[src/mbs_pkg.sv]
// Function
// RULE_01: outside a response the server listens for the next host command.
// RULE_02: host addresses one station per command and times out without answer.
// RULE_03: every frame is a six byte header followed by the body.
// RULE_04: body byte one is the station address, byte two the function code.
// RULE_05: code 01 reports the on/off state of the output coils.
// RULE_06: code 01 request: station, code, start high/low, count high/low.
// RULE_07: code 01 answer: station, code, byte count, then the data bytes.
// RULE_08: code 02 reports the on/off state of the discrete inputs.
// RULE_09: code 02 request: station, code, start high/low, count high/low.
// RULE_10: code 02 answer: station, code, byte count, then the data bytes.
// RULE_11: each data byte packs eight consecutive points, a one means on.
// RULE_12: coils one to eight sit at protocol addresses 00017 to 00024.
// RULE_13: inputs one to eight sit at protocol addresses 00001 to 00008.
// RULE_14: codes 03 and 04 are taken as 16-bit register reads.
// RULE_15: code 05 is taken as a single coil force.
// RULE_16: code 08 is taken as a loopback diagnostic request.
// RULE_17: code 15 is taken as a multiple coil force.
// RULE_18: byte count is points over eight rounded up, lowest point bit zero.
// RULE_19: wrong station or unknown code gets no answer, back to listening.
package mbs_pkg;

  // ************************************************************
  // frame layout
  // ************************************************************
  localparam logic [7:0] REQ_LEN = 8'h0C;
  localparam logic [7:0] FC_MIN_LEN = 8'h08;
  localparam logic [7:0] RX_CNT_MAX = 8'hFF;
  localparam logic [8:0] IDX_LEN_LO = 9'h005;
  localparam logic [8:0] IDX_UNIT = 9'h006;
  localparam logic [8:0] IDX_FC = 9'h007;
  localparam logic [8:0] IDX_BC = 9'h008;
  localparam logic [8:0] RSP_FIXED = 9'h009;
  localparam logic [15:0] RSP_LEN_BASE = 16'h0003;

  // ************************************************************
  // function codes
  // ************************************************************
  localparam logic [7:0] FC_RD_COIL = 8'h01;
  localparam logic [7:0] FC_RD_INPUT = 8'h02;
  localparam logic [7:0] FC_RD_HOLD = 8'h03;
  localparam logic [7:0] FC_RD_INREG = 8'h04;
  localparam logic [7:0] FC_FORCE_ONE = 8'h05;
  localparam logic [7:0] FC_LOOPBACK = 8'h08;
  localparam logic [7:0] FC_FORCE_MANY = 8'h0F;

  // ************************************************************
  // point map and limits
  // ************************************************************
  localparam logic [15:0] COIL_BASE = 16'h0011;
  localparam logic [15:0] INPUT_BASE = 16'h0001;
  localparam logic [15:0] COUNT_MIN = 16'h0001;
  localparam logic [15:0] COUNT_MAX = 16'h07D0;
  localparam logic [15:0] COUNT_ROUND = 16'h0007;
  localparam logic [7:0] RST_BYTE = 8'h00;

  // ************************************************************
  // types
  // ************************************************************
  typedef struct packed {
    logic [15:0] tid;
    logic [15:0] pid;
    logic [7:0] unit;
    logic [7:0] fc;
    logic [15:0] start;
    logic [15:0] count;
  } mbs_req_t;

  typedef enum logic [2:0] {
    ST_LISTEN = 3'b001,
    ST_CHECK = 3'b010,
    ST_SEND = 3'b100
  } mbs_state_t;

  // ************************************************************
  // helpers
  // ************************************************************
  function automatic logic [7:0] mbs_byte_count(input logic [15:0] cnt);
    logic [15:0] s;
    s = cnt + COUNT_ROUND;
    return s[10:3]; // RULE_18
  endfunction

  function automatic logic mbs_is_other(input logic [7:0] fc);
    return (fc == FC_RD_HOLD) || (fc == FC_RD_INREG) || // RULE_14
           (fc == FC_FORCE_ONE) || // RULE_15
           (fc == FC_LOOPBACK) || // RULE_16
           (fc == FC_FORCE_MANY); // RULE_17
  endfunction

endpackage

[src/mbs_server.sv]
`timescale 1ns/1ps
module mbs_server (
  // clock and reset
  input wire logic core_clk,
  input wire logic reset_n,
  // configuration
  input wire logic [7:0] station_id,
  // point pins
  input wire logic [7:0] coil_state_in,
  input wire logic [7:0] input_pin,
  // request byte stream
  input wire logic rx_valid,
  input wire logic [7:0] rx_data,
  input wire logic rx_last,
  output logic rx_ready,
  // response byte stream
  output logic tx_valid,
  output logic [7:0] tx_data,
  output logic tx_last,
  input wire logic tx_ready,
  // hand-off of other recognised commands, and request drop pulse
  output logic cmd_other_valid,
  output logic [7:0] cmd_other_code,
  output logic req_drop
);

  // ************************************************************
  // declarations
  // ************************************************************
  mbs_pkg::mbs_state_t state_reg;
  mbs_pkg::mbs_req_t req_reg;
  logic [7:0] rx_cnt_reg;
  logic [7:0] len_reg;
  logic [7:0] coil_sync;
  logic [7:0] din_sync;
  logic [7:0] pts_reg;
  logic [15:0] base_reg;
  logic [8:0] tx_idx_reg;
  logic [8:0] nidx;
  logic [8:0] tx_total;
  logic [8:0] data_off;
  logic [7:0] bc_now;
  logic [7:0] pack_byte;
  logic rx_take;
  logic tx_take;
  logic unit_ok;
  logic is_bit_read;
  logic resp_ok;
  logic other_ok;

  // ************************************************************
  // pin synchronisers and bit packer
  // ************************************************************
  mbs_sync #(
    .W(16)
  ) u_sync (
    .core_clk(core_clk),
    .reset_n(reset_n),
    .async_in({coil_state_in, input_pin}),
    .sync_out({coil_sync, din_sync})
  );

  assign data_off = nidx - mbs_pkg::RSP_FIXED;

  mbs_bit_pack u_pack (
    .points(pts_reg),
    .start(req_reg.start),
    .base(base_reg),
    .count(req_reg.count),
    .byte_idx(data_off[7:0]),
    .data(pack_byte)
  );

  // ************************************************************
  // decode
  // ************************************************************
  function automatic logic [7:0] rsp_byte(
    input logic [8:0] idx,
    input mbs_pkg::mbs_req_t r,
    input logic [7:0] bc,
    input logic [7:0] dat
  );
    logic [15:0] rlen;
    rlen = mbs_pkg::RSP_LEN_BASE + {8'h00, bc};
    case (idx)
      9'h000: return r.tid[15:8]; // RULE_03
      9'h001: return r.tid[7:0];
      9'h002: return r.pid[15:8];
      9'h003: return r.pid[7:0];
      9'h004: return rlen[15:8];
      9'h005: return rlen[7:0];
      9'h006: return r.unit; // RULE_04
      9'h007: return r.fc; // RULE_07 RULE_10
      9'h008: return bc; // RULE_18
      default: return dat; // RULE_05 RULE_08
    endcase
  endfunction

  assign rx_ready = (state_reg == mbs_pkg::ST_LISTEN); // RULE_01
  assign rx_take = rx_valid && rx_ready;
  assign tx_take = tx_valid && tx_ready;
  assign bc_now = mbs_pkg::mbs_byte_count(req_reg.count);
  assign tx_total = mbs_pkg::RSP_FIXED + {1'b0, bc_now};
  assign nidx = (state_reg == mbs_pkg::ST_SEND) ? tx_idx_reg + 9'h001
                                                : 9'h000;
  assign unit_ok = (req_reg.unit == station_id); // RULE_04
  assign is_bit_read = (req_reg.fc == mbs_pkg::FC_RD_COIL) ||
                       (req_reg.fc == mbs_pkg::FC_RD_INPUT);
  assign resp_ok = unit_ok && is_bit_read &&
                   (len_reg >= mbs_pkg::REQ_LEN) &&
                   (req_reg.count >= mbs_pkg::COUNT_MIN) &&
                   (req_reg.count <= mbs_pkg::COUNT_MAX); // RULE_19
  assign other_ok = unit_ok && mbs_pkg::mbs_is_other(req_reg.fc) &&
                    (len_reg >= mbs_pkg::FC_MIN_LEN);

  // ************************************************************
  // state machine
  // ************************************************************
  always_ff @(posedge core_clk or negedge reset_n)
  begin
    if (!reset_n)
    begin
      state_reg <= mbs_pkg::ST_LISTEN;
    end
    else
    begin
      case (state_reg)
        mbs_pkg::ST_LISTEN:
        begin
          if (rx_take && rx_last)
          begin
            state_reg <= mbs_pkg::ST_CHECK;
          end
        end
        mbs_pkg::ST_CHECK:
        begin
          state_reg <= resp_ok ? mbs_pkg::ST_SEND
                               : mbs_pkg::ST_LISTEN; // RULE_19
        end
        mbs_pkg::ST_SEND:
        begin
          if (tx_take && tx_last)
          begin
            state_reg <= mbs_pkg::ST_LISTEN; // RULE_01
          end
        end
        default:
        begin
          state_reg <= mbs_pkg::ST_LISTEN;
        end
      endcase
    end
  end

  // ************************************************************
  // request capture
  // ************************************************************
  always_ff @(posedge core_clk or negedge reset_n)
  begin
    if (!reset_n)
    begin
      req_reg <= '0;
      rx_cnt_reg <= '0;
      len_reg <= '0;
    end
    else if (rx_take)
    begin
      case (rx_cnt_reg)
        8'h00: req_reg.tid[15:8] <= rx_data; // RULE_03
        8'h01: req_reg.tid[7:0] <= rx_data;
        8'h02: req_reg.pid[15:8] <= rx_data;
        8'h03: req_reg.pid[7:0] <= rx_data;
        8'h06: req_reg.unit <= rx_data; // RULE_04
        8'h07: req_reg.fc <= rx_data;
        8'h08: req_reg.start[15:8] <= rx_data;
        8'h09: req_reg.start[7:0] <= rx_data;
        8'h0A: req_reg.count[15:8] <= rx_data;
        8'h0B: req_reg.count[7:0] <= rx_data;
        default: req_reg <= req_reg;
      endcase
      if (rx_last)
      begin
        rx_cnt_reg <= '0;
        len_reg <= (rx_cnt_reg == mbs_pkg::RX_CNT_MAX) ? rx_cnt_reg
                                                       : rx_cnt_reg + 8'h01;
      end
      else if (rx_cnt_reg != mbs_pkg::RX_CNT_MAX)
      begin
        rx_cnt_reg <= rx_cnt_reg + 8'h01;
      end
    end
  end

  // ************************************************************
  // point snapshot
  // ************************************************************
  always_ff @(posedge core_clk or negedge reset_n)
  begin
    if (!reset_n)
    begin
      pts_reg <= '0;
      base_reg <= mbs_pkg::INPUT_BASE;
    end
    else if (state_reg == mbs_pkg::ST_CHECK)
    begin
      if (req_reg.fc == mbs_pkg::FC_RD_COIL)
      begin
        pts_reg <= coil_sync; // RULE_05
        base_reg <= mbs_pkg::COIL_BASE; // RULE_12
      end
      else
      begin
        pts_reg <= din_sync; // RULE_08
        base_reg <= mbs_pkg::INPUT_BASE; // RULE_13
      end
    end
  end

  // ************************************************************
  // response stream
  // ************************************************************
  always_ff @(posedge core_clk or negedge reset_n)
  begin
    if (!reset_n)
    begin
      tx_valid <= 1'b0;
      tx_data <= mbs_pkg::RST_BYTE;
      tx_last <= 1'b0;
      tx_idx_reg <= '0;
    end
    else if (state_reg == mbs_pkg::ST_CHECK && resp_ok)
    begin
      tx_valid <= 1'b1;
      tx_idx_reg <= nidx;
      tx_data <= rsp_byte(nidx, req_reg, bc_now, pack_byte); // RULE_03
      tx_last <= 1'b0;
    end
    else if (state_reg == mbs_pkg::ST_SEND && tx_take)
    begin
      if (tx_last)
      begin
        tx_valid <= 1'b0;
        tx_last <= 1'b0;
      end
      else
      begin
        tx_idx_reg <= nidx;
        tx_data <= rsp_byte(nidx, req_reg, bc_now, pack_byte); // RULE_07
        tx_last <= (nidx == tx_total - 9'h001); // RULE_10
      end
    end
  end

  // ************************************************************
  // other commands and drops
  // ************************************************************
  always_ff @(posedge core_clk or negedge reset_n)
  begin
    if (!reset_n)
    begin
      cmd_other_valid <= 1'b0;
      cmd_other_code <= mbs_pkg::RST_BYTE;
      req_drop <= 1'b0;
    end
    else
    begin
      cmd_other_valid <= (state_reg == mbs_pkg::ST_CHECK) && other_ok;
      req_drop <= (state_reg == mbs_pkg::ST_CHECK) && !resp_ok &&
                  !other_ok; // RULE_19
      if (state_reg == mbs_pkg::ST_CHECK && other_ok)
      begin
        cmd_other_code <= req_reg.fc; // RULE_14 RULE_15 RULE_16 RULE_17
      end
    end
  end
endmodule // mbs_server

[src/mbs_sync.sv]
`timescale 1ns/1ps
module mbs_sync #(
  parameter int W = 8
) (
  // clock and reset
  input wire logic core_clk,
  input wire logic reset_n,
  // levels
  input wire logic [W-1:0] async_in,
  output logic [W-1:0] sync_out
);

  logic [W-1:0] meta_reg;

  always_ff @(posedge core_clk or negedge reset_n)
  begin
    if (!reset_n)
    begin
      meta_reg <= '0;
      sync_out <= '0;
    end
    else
    begin
      meta_reg <= async_in;
      sync_out <= meta_reg;
    end
  end

endmodule // mbs_sync

[src/mbs_bit_pack.sv]
`timescale 1ns/1ps
module mbs_bit_pack (
  // point states
  input wire logic [7:0] points,
  // request window
  input wire logic [15:0] start,
  input wire logic [15:0] base,
  input wire logic [15:0] count,
  input wire logic [7:0] byte_idx,
  // packed byte
  output logic [7:0] data
);

  always_comb
  begin
    logic [10:0] off;
    logic [16:0] pos;
    logic [16:0] rel;
    off = '0;
    pos = '0;
    rel = '0;
    data = '0;
    for (int j = 0; j < 8; j++)
    begin
      off = {byte_idx, 3'(j)};
      pos = {1'b0, start} + {6'b00_0000, off};
      rel = pos - {1'b0, base};
      // points outside the window or past the count read as zero
      if (pos >= {1'b0, base} && rel < 17'h0_0008 &&
          {5'b0_0000, off} < count)
      begin
        data[j] = points[rel[2:0]]; // RULE_11 RULE_18
      end
    end
  end

endmodule // mbs_bit_pack

[config.mk]
export PLATFORM = sky130hd
export DESIGN_NAME = mbs_server
export DESIGN_NICKNAME = d
export VERILOG_FILES = /design/src/mbs_pkg.sv /design/src/mbs_server.sv /design/src/mbs_sync.sv /design/src/mbs_bit_pack.sv
export SDC_FILE = /design/constraint.sdc
export NUM_CORES = 1
export LEC_CHECK = 0
export BUFFER_PORTS_ARGS = -buffer_cell sky130_fd_sc_hd__buf_2
export CAP_MARGIN = 15
export CELL_PAD_IN_SITES_DETAIL_PLACEMENT = 1
export CELL_PAD_IN_SITES_GLOBAL_PLACEMENT = 1
export CORE_MARGIN = 4
export CORE_UTILIZATION = 40
export CTS_CLUSTER_SIZE = 30
export DETAILED_ROUTE_END_ITERATION = 12
export MAX_ROUTING_LAYER = met4
export PLACE_DENSITY_LB_ADDON = 0.1
export SLEW_MARGIN = 20
export SYNTH_ARGS = -nofsm -noshare
export SYNTH_HDL_FRONTEND = slang
export SYNTH_SLANG_ARGS = --single-unit
[constraint.sdc]
create_clock -name core_clk -period 8.1 [get_ports core_clk]
set_input_delay 1.62 -clock core_clk [delete_from_list [all_inputs] [get_ports core_clk]]
set_output_delay 1.62 -clock core_clk [all_outputs]
set_load 0.01 [all_outputs]
# Yosys cells after proc, flatten, opt, wreduce, memory -nomap -nowiden
# Cells that the tools add are included.
# Widths: inputs -> output; s select.
[totals] register_bits=184 in_bits=37 out_inout_bits=21 elab_cells=222
[classes] add_sub_neg=23 n_lt_le_gt_ge=36 eq_ne=34 mux=47 n_reduce_logical=58
[op_table] op="$add 16x11->17" n=8
[op_table] op="$ge 17x16->1" n=8
[op_table] op="$lt 17x4->1 const B" n=8
[op_table] op="$sub 17x16->17" n=8
[op_table] op="$lt 11x16->1" n=8
[op_table] op="$pmux 8 s9" n=1
[op_table] op="$mux 8" n=7
[op_table] op="$eq 8x4->1 const B" n=6
[op_table] op="$eq 9x3->1 const B" n=4
[op_table] op="$mux 9" n=4
[op_table] op="$eq 8x2->1 const B" n=4
[op_table] op="$eq 8x3->1 const B" n=4
[op_table] op="$lt 3x4->1 const B" n=8
[op_table] op="$logic_and 1x1->1" n=31
[op_table] op="$reduce_and 2->1" n=15
[op_table] op="$bmux 1 s3" n=8
[op_table] op="$mux 1" n=22
[op_table] op="$eq 9x2->1 const B" n=2
[op_table] op="$eq 8x1->1 const B" n=2
[op_table] op="$ge 16x1->1 const B" n=1
[op_table] op="$ge 8x4->1 const B" n=2
[op_table] op="$le 16x11->1 const B" n=1
[op_table] op="$add 11x3->11 const B" n=1
[op_table] op="$add 2x8->9 const A" n=1
[op_table] op="other kinds (24)" n=34

# Longest topological paths before layout
[logic_depth] word_depth=13 ltp_mapped=22

# Hierarchy
# From an unflattened synthesis, not the netlist that was laid out.
[unflattened] cells_unflattened=2069 area_unflattened_um2=17331.6
[by_module_without_submodules] module="mbs_bit_pack" n_inst=1 cells_each=1365 area_per_inst_um2=9421.5 seq_area_each_um2=0.0
[by_module_without_submodules] module="mbs_server" n_inst=1 cells_each=672 area_per_inst_um2=7109.3 seq_area_each_um2=3379.5
[by_module_without_submodules] module="mbs_sync" n_inst=1 cells_each=32 area_per_inst_um2=800.8 seq_area_each_um2=800.8

# Least setup slack after synthesis
# Ideal clock, no wire load.
[synth_path] path_kind="reg2reg" startpoint="reg tx_idx_reg[0]" endpoint="reg tx_data[7]" arrival_ns=4.525 required_ns=8.035 setup_slack_ns=3.510 path_stages_with_launch=22 path_buffers=2 synth_period_minus_slack_ns=4.590 path_cell_list="dfrtp_1 -> ha_1 -> buf_2 -> xor2_1 -> nand2_1 -> nand3b_1 -> nand2_1 -> a21oi_1 -> nor2_1 -> nand2_1 -> xor2_1 -> ha_1 -> buf_2 -> o21ai_0 -> nor2_1 -> o311ai_1 -> o221ai_1 -> or4b_1 -> a2111oi_0 -> a21oi_1 -> a2111oi_2 -> o22a_1"
[synth_via] elab_chain_len=13 word_cells_on_any_way=24 cone_classes="add/sub: 4; order compare: 3; eq/ne: 8; mux: 6; reduce/logical: 3"
[synth_lines] element="start: declaration" line="mbs_server.sv:38" source="logic [8:0] tx_idx_reg;"
[synth_lines] element="start signal: assignment" line="mbs_server.sv:234" source="tx_idx_reg <= nidx;"
[synth_lines] element="start signal: assignment" line="mbs_server.sv:247" source="tx_idx_reg <= nidx;"
[synth_lines] element="$add 9x1->9 *" line="mbs_server.sv:104" source="assign nidx = (state_reg == mbs_pkg::ST_SEND) ? tx_idx_reg + 9'h001"
[synth_lines] element="$mux 9 *" line="mbs_server.sv:104"
[synth_lines] element="$sub 8x4->8" line="mbs_server.sv:63" source="assign data_off = nidx - mbs_pkg::RSP_FIXED;"
[synth_lines] element="$add 16x11->17" line="mbs_bit_pack.sv:26" source="pos = {1'b0, start} + {6'b00_0000, off};"
[synth_lines] element="$sub 17x16->17" line="mbs_bit_pack.sv:27" source="rel = pos - {1'b0, base};"
[synth_lines] element="$lt 17x4->1" line="mbs_bit_pack.sv:29" source="if (pos >= {1'b0, base} && rel < 17'h0_0008 &&"
[synth_lines] element="$logic_and 1x1->1 (2 in a row)" line="mbs_bit_pack.sv:29"
[synth_lines] element="$mux 1" line="mbs_bit_pack.sv:29"
[synth_lines] element="$pmux 8 s9 *" line="mbs_server.sv:85" source="case (idx)"
[synth_lines] element="$mux 8" line="mbs_server.sv:240" source="if (tx_last)"
[synth_lines] element="$mux 8" line="mbs_server.sv:238" source="else if (state_reg == mbs_pkg::ST_SEND && tx_take)"
[synth_lines] element="$mux 8 *" line="mbs_server.sv:231" source="else if (state_reg == mbs_pkg::ST_CHECK && resp_ok)"
[synth_lines] element="end signal: assignment" line="mbs_server.sv:227" source="tx_data <= mbs_pkg::RST_BYTE;"
[synth_lines] element="end signal: assignment" line="mbs_server.sv:235" source="tx_data <= rsp_byte(nidx, req_reg, bc_now, pack_byte);"
[synth_lines] element="end signal: assignment" line="mbs_server.sv:248" source="tx_data <= rsp_byte(nidx, req_reg, bc_now, pack_byte);"
[synth_lines] element="end: declaration" line="mbs_server.sv:18" source="output logic [7:0] tx_data,"
# Every way passes the cells marked *; elsewhere a longest branch is shown, timed or not. The select of a mux whose other input is x is not followed.
# A chain may end at the register's enable or synchronous reset.

# Worst setup path after layout
[layout_path] startpoint="reg state_reg[1]" endpoint="reg tx_data[7]"
[layout_via] elab_chain_len=13 word_cells_on_any_way=30 cone_classes="add/sub: 3; order compare: 3; eq/ne: 11; mux: 6; reduce/logical: 7"
[layout_lines] element="start: declaration" line="mbs_server.sv:30" source="mbs_pkg::mbs_state_t state_reg;"
[layout_lines] element="start signal: assignment" line="mbs_server.sv:123" source="state_reg <= mbs_pkg::ST_LISTEN;"
[layout_lines] element="start signal: assignment" line="mbs_server.sv:132" source="state_reg <= mbs_pkg::ST_CHECK;"
[layout_lines] element="start signal: assignment" line="mbs_server.sv:137" source="state_reg <= resp_ok ? mbs_pkg::ST_SEND"
[layout_lines] element="$eq 3x3->1 *" line="mbs_server.sv:104"
[layout_lines] element="$mux 9 *" line="mbs_server.sv:104"
[layout_lines] element="via nidx[0]" line="mbs_server.sv:39" source="logic [8:0] nidx;"
[layout_lines] element="$sub 8x4->8" line="mbs_server.sv:63"
[layout_lines] element="$add 16x11->17" line="mbs_bit_pack.sv:26"
[layout_lines] element="$sub 17x16->17" line="mbs_bit_pack.sv:27"
[layout_lines] element="$lt 17x4->1" line="mbs_bit_pack.sv:29"
[layout_lines] element="$logic_and 1x1->1 (2 in a row)" line="mbs_bit_pack.sv:29"
[layout_lines] element="$mux 1" line="mbs_bit_pack.sv:29"
[layout_lines] element="$pmux 8 s9 *" line="mbs_server.sv:85"
[layout_lines] element="$mux 8" line="mbs_server.sv:240"
[layout_lines] element="$mux 8" line="mbs_server.sv:238"
[layout_lines] element="$mux 8 *" line="mbs_server.sv:231"
# The timed path passes the listed nets; every way through them passes the cells marked *. The select of a mux whose other input is x is not followed.

==> results.txt <==
----------------------------------------------------
[Outcome]
  Outcome ... finished, final reports clean

[Place]
  Post-detailed-placement cell area ... 14,000 um2
  Hpwl dp ... between 30,000 and 40,000 um
  Number of input and output port buffers inserted ... 57
  Global placer's final weighted congestion ... between 0.9 and 1

[Synth]
  Main area contributors after synthesis ... dfrtp_1 (31%), mux2_2 (7.1%), xnor2_1 (6.0%)
  Netlist cell types ... 97
  Share of synthesized area occupied by flip-flops and latches ... a little under a third
  Total standard cell area after synthesis ... 13,400 um2
  Synthesis Warnings ... 0
  Number of nets produced by synthesis ... 1,640
  Leading area contributor after synthesis ... dfrtp_1
  Leading register cell type out of synthesis ... dfrtp_1
  Total of flip-flops plus latches after synthesis ... ~170
  Synthesized instance count ... 1,547
  Syn avg cell area ... ~8.7 um2
  Area share of the leading cell type in the synthesized netlist ... between 30 and 40%
  Async SR Flop Fraction ... 100%
  Number of enable flip-flop cells after synthesis ... 0

[Power]
  Switching component of the power ... a little over 0.4 mW
  Internal power summed over all cells ... 1.26 mW
  Fraction of power consumed by the clock network ... a little under half
  Reported leakage power ... 6.19 nW
  Power density of the placed cells ... about 110 nW/um2
  Sequential share of power ... between 50% and 60%
  Switching Share ... approximately 24%
  Combinational power share ... approximately 2.4%
  Maximum resistive drop on vdd ... 178 uV
  Total power ... about 1.7 mW

[CTS]
  Sink count of the clock tree ... ~170
  Inserted Clock Buffers ... 17
  Reg clk slew, reported paths ... about 0.09 ns
  Number of buffers between clock root and the deepest sink ... 2
  Clock tree from TritonCTS ... built
  Total number of H-tree levels ... 4
  Post_cts resized ... 0
  Number of hold-repair buffers added at the cts stage ... 0
  Cell chosen for the clock root ... clkbuf_16
  Worst-skew pair later-pin latency ... between 0.4 and 0.5 ns
  Number of post-CTS setup repair buffers ... 0

[Min path]
  Hold Path Class ... flop to flop
  Hold_sp ... u_sync.meta_reg[5]
  Worst hold path endpoint ... u_sync.sync_out[5]
  Hold Path Stages ... 0

[Detailed routing]
  Routed wire length on met2 ... 23,500 um
  First-iteration detailed-routing DRC count ... just under 900
  Router iterations before antenna repair ... 5
  Wl on met1 ... around 21,000 um
  Post-route DRC ... 0
  Top sig layer ... met4
  Met3 WL post-DR ... ~2200 um
  Number of nets still failing antenna checks after routing ... 0
  Drt total wl ... 49,900 um
  Average routed wire per standard cell ... between 20 and 25 um
  Via count ... 12,200
  Post-DR vias/cell ... about 6

[Floorplanning]
  I/O pins ... slightly below 60
  # rows ... between 60 and 70
  Core area ... approximately 33,000 um2
  Chip width ... about 190 um
  Initial core utilization ... about two fifths
  DIE AREA ... around 37,000 um2
  Die Height ... ~190 um

[Worst setup path]
  Cell-by-cell listing of the critical path ... nor2_1 -> nand2_2 -> nor2_1 -> inv_1 -> ha_1 -> xnor2_1 -> ha_1 -> a21oi_1 -> o21ai_0 -> o311ai_1 -> o221ai_1 -> or4b_1 -> a2111oi_0 -> a21oi_1 -> a2111oi_2 -> o22a_1
  Required time of the worst setup path ... around 8.5 ns
  Endpoint class of the critical path ... flop
  CP top delay family ... compound AO/OA/AOI/OAI gates
  Kind of start point of the critical path ... flop
  Worst R2R End ... tx_data[7]
  Critical path's slowest cell ... a21oi_1
  Reg-to-reg startpoint ... state_reg[1]
  Arrival time at the worst endpoint ... between 6 and 7 ns
  Setup CP Type ... flop to flop
  Total buffers and inverters traversed by the critical path ... 1
  R2R Setup Slk ... approximately 1.8 ns
  Number of cells traversed by the worst register-to-register path ... 16
  Top fanout value on the critical path ... 27
  Critical Path Max Stage Delay ... between 0.8 and 0.9 ns

[Layout]
  Number of flip-flops under the largest register name ... 80
  Layout area overhead ... 8.55%
  Most common cell after layout, fill and taps aside ... dfrtp_1
  Number of nets in the layout ... around 1,600
  Fin area ... approximately 15,000 um2
  Highest-count cells in the layout ignoring fill and taps ... dfrtp_1 (166), nand2_1 (157), a21oi_1 (95)
  Layout cells sized above 1 ... between 10% and 20%
  Fillers ... ~4,000

[Global route]
  Maximum number of pins on one net before global-route repair ... between 90 and 100
  Antenna violations before repair ... 4
  GR Overflow Total ... 0
  Via count of the first global-routing pass ... between 10,000 and 15,000
  Global-route wire length before repair ... approximately 77,000 um
  All-Layer GR Usage ... roughly 28%

[Timing]
  Largest clock skew in the final design ... between 0.02 and 0.03 ns
  Final count of negative-setup-slack endpoints ... 0
  RSZ-0062 raised after global routing ... false
  Fin. Hold Viols ... 0
  Final-layout setup total negative slack ... 0 ns
  Worst-margin pin slew ... between 1 and 1.5 ns
  Relative max-transition margin ... a little under a third
  Final Cycle Share ... a little under 80%
  Number of max-slew violations in the final report ... 0
  Max Fclk ... roughly 160 MHz
  Clock period minus final worst setup slack ... 6.34 ns

[Flow run]
  Max Cap Viol ... 0

----------------------------------------------------
-- per-layer routing --
layer / global-route usage, % / vias to the layer above
li1: - / 5683
met1: 34.3 / 6098
met2: 45.9 / 334
met3: 4.16 / 133
met4: 15.4 / 0
met5: - / -
-- power groups by stage --
stage                     logic (mW)  clock network (mW)  registers [mW]
after global placement        0.0411                   0           0.859
after detailed placement      0.0412                   0           0.860
after floorplan              0.00753                   0           0.859
after global routing          0.0447               0.842           0.844
final                         0.0394               0.787           0.844
after CTS                     0.0416               0.804           0.844
-- how the worst max path moves through the flow --
stage	startpoint	to	slack (ns)	cells after the start
detailed placement	state_reg[1]	tx_data[7]	1.86	16
finish	state_reg[1]	tx_data[7]	1.76	16
CTS	state_reg[1]	tx_data[7]	1.85	16
global placement	state_reg[0]	tx_data[1]	1.94	16
floorplan	tx_idx_reg[0]	tx_data[7]	3.51	21
global route	state_reg[1]	tx_data[7]	1.24	16
-- through the flow --
stage | util (%) | worst slack [ns] | hold slack, ns | cells
CTS | 44.4 | 1.85 | 0.351 | 2009
finish | 44.4 | 1.76 | 0.347 | 2011
global route | 44.4 | 1.24 | 0.360 | 2011
global placement | 42.7 | 1.94 | 0.332 | 1978
floorplan | - | 3.51 | 0.331 | 1547
detailed placement | 42.7 | 1.86 | 0.336 | 1978
-- synthesized netlist by cell type, types with 11 or more instances --
cell type	count
xor2_1	68
mux2i_1	25
a221oi_1	12
inv_1	41
dfrtp_1	166
nand2b_1	21
nor4_1	20
nand2_1	157
and3_1	12
o21a_1	11
a22oi_1	12
nand3_1	56
xnor2_1	92
buf_2	18
nor2_1	94
o21ai_0	93
mux2_2	85
nor2b_1	11
a211oi_1	11
ha_1	54
a21oi_1	95
and4_1	11
nor3_1	29
a21o_1	12
o211ai_1	14
clkbuf_1	45
nand4_1	22
a31oi_1	11
and2_1	17
buf_1	14
o22ai_1	14
-- cell type report --
class / count / area, um2 / share of cell area (%)
Multi-Input combinational cell: 1254 / 8740 / 59.9
Sequential cell: 167 / 4180 / 28.6
Tap cell: 442 / 553 / 3.79
Clock buffer: 20 / 457 / 3.13
Timing Repair Buffer: 72 / 404 / 2.77
Clock inverter: 11 / 91.3 / 0.626
Inverter: 43 / 161 / 1.11
Antenna cell: 2 / 5.00 / 0.0343
-- cell families (layout without fill, tap and decap cells) --
logic type | after synthesis | count (layout) | synth area share, %
AOI/OAI and AO/OA | 399 | 399 | 19.8
xor gates and xnor gates | 160 | 160 | 10.4
adders and majority gates | 56 | 56 | 5.32
buffers and inverters | 126 | 146 | 3.93
DFF | 167 | 167 | 31.1
muxes | 112 | 112 | 9.31
other | 0 | 2 | 0
and+or+nand+nor | 527 | 527 | 20.1
Power figures use the tool's default switching activity.
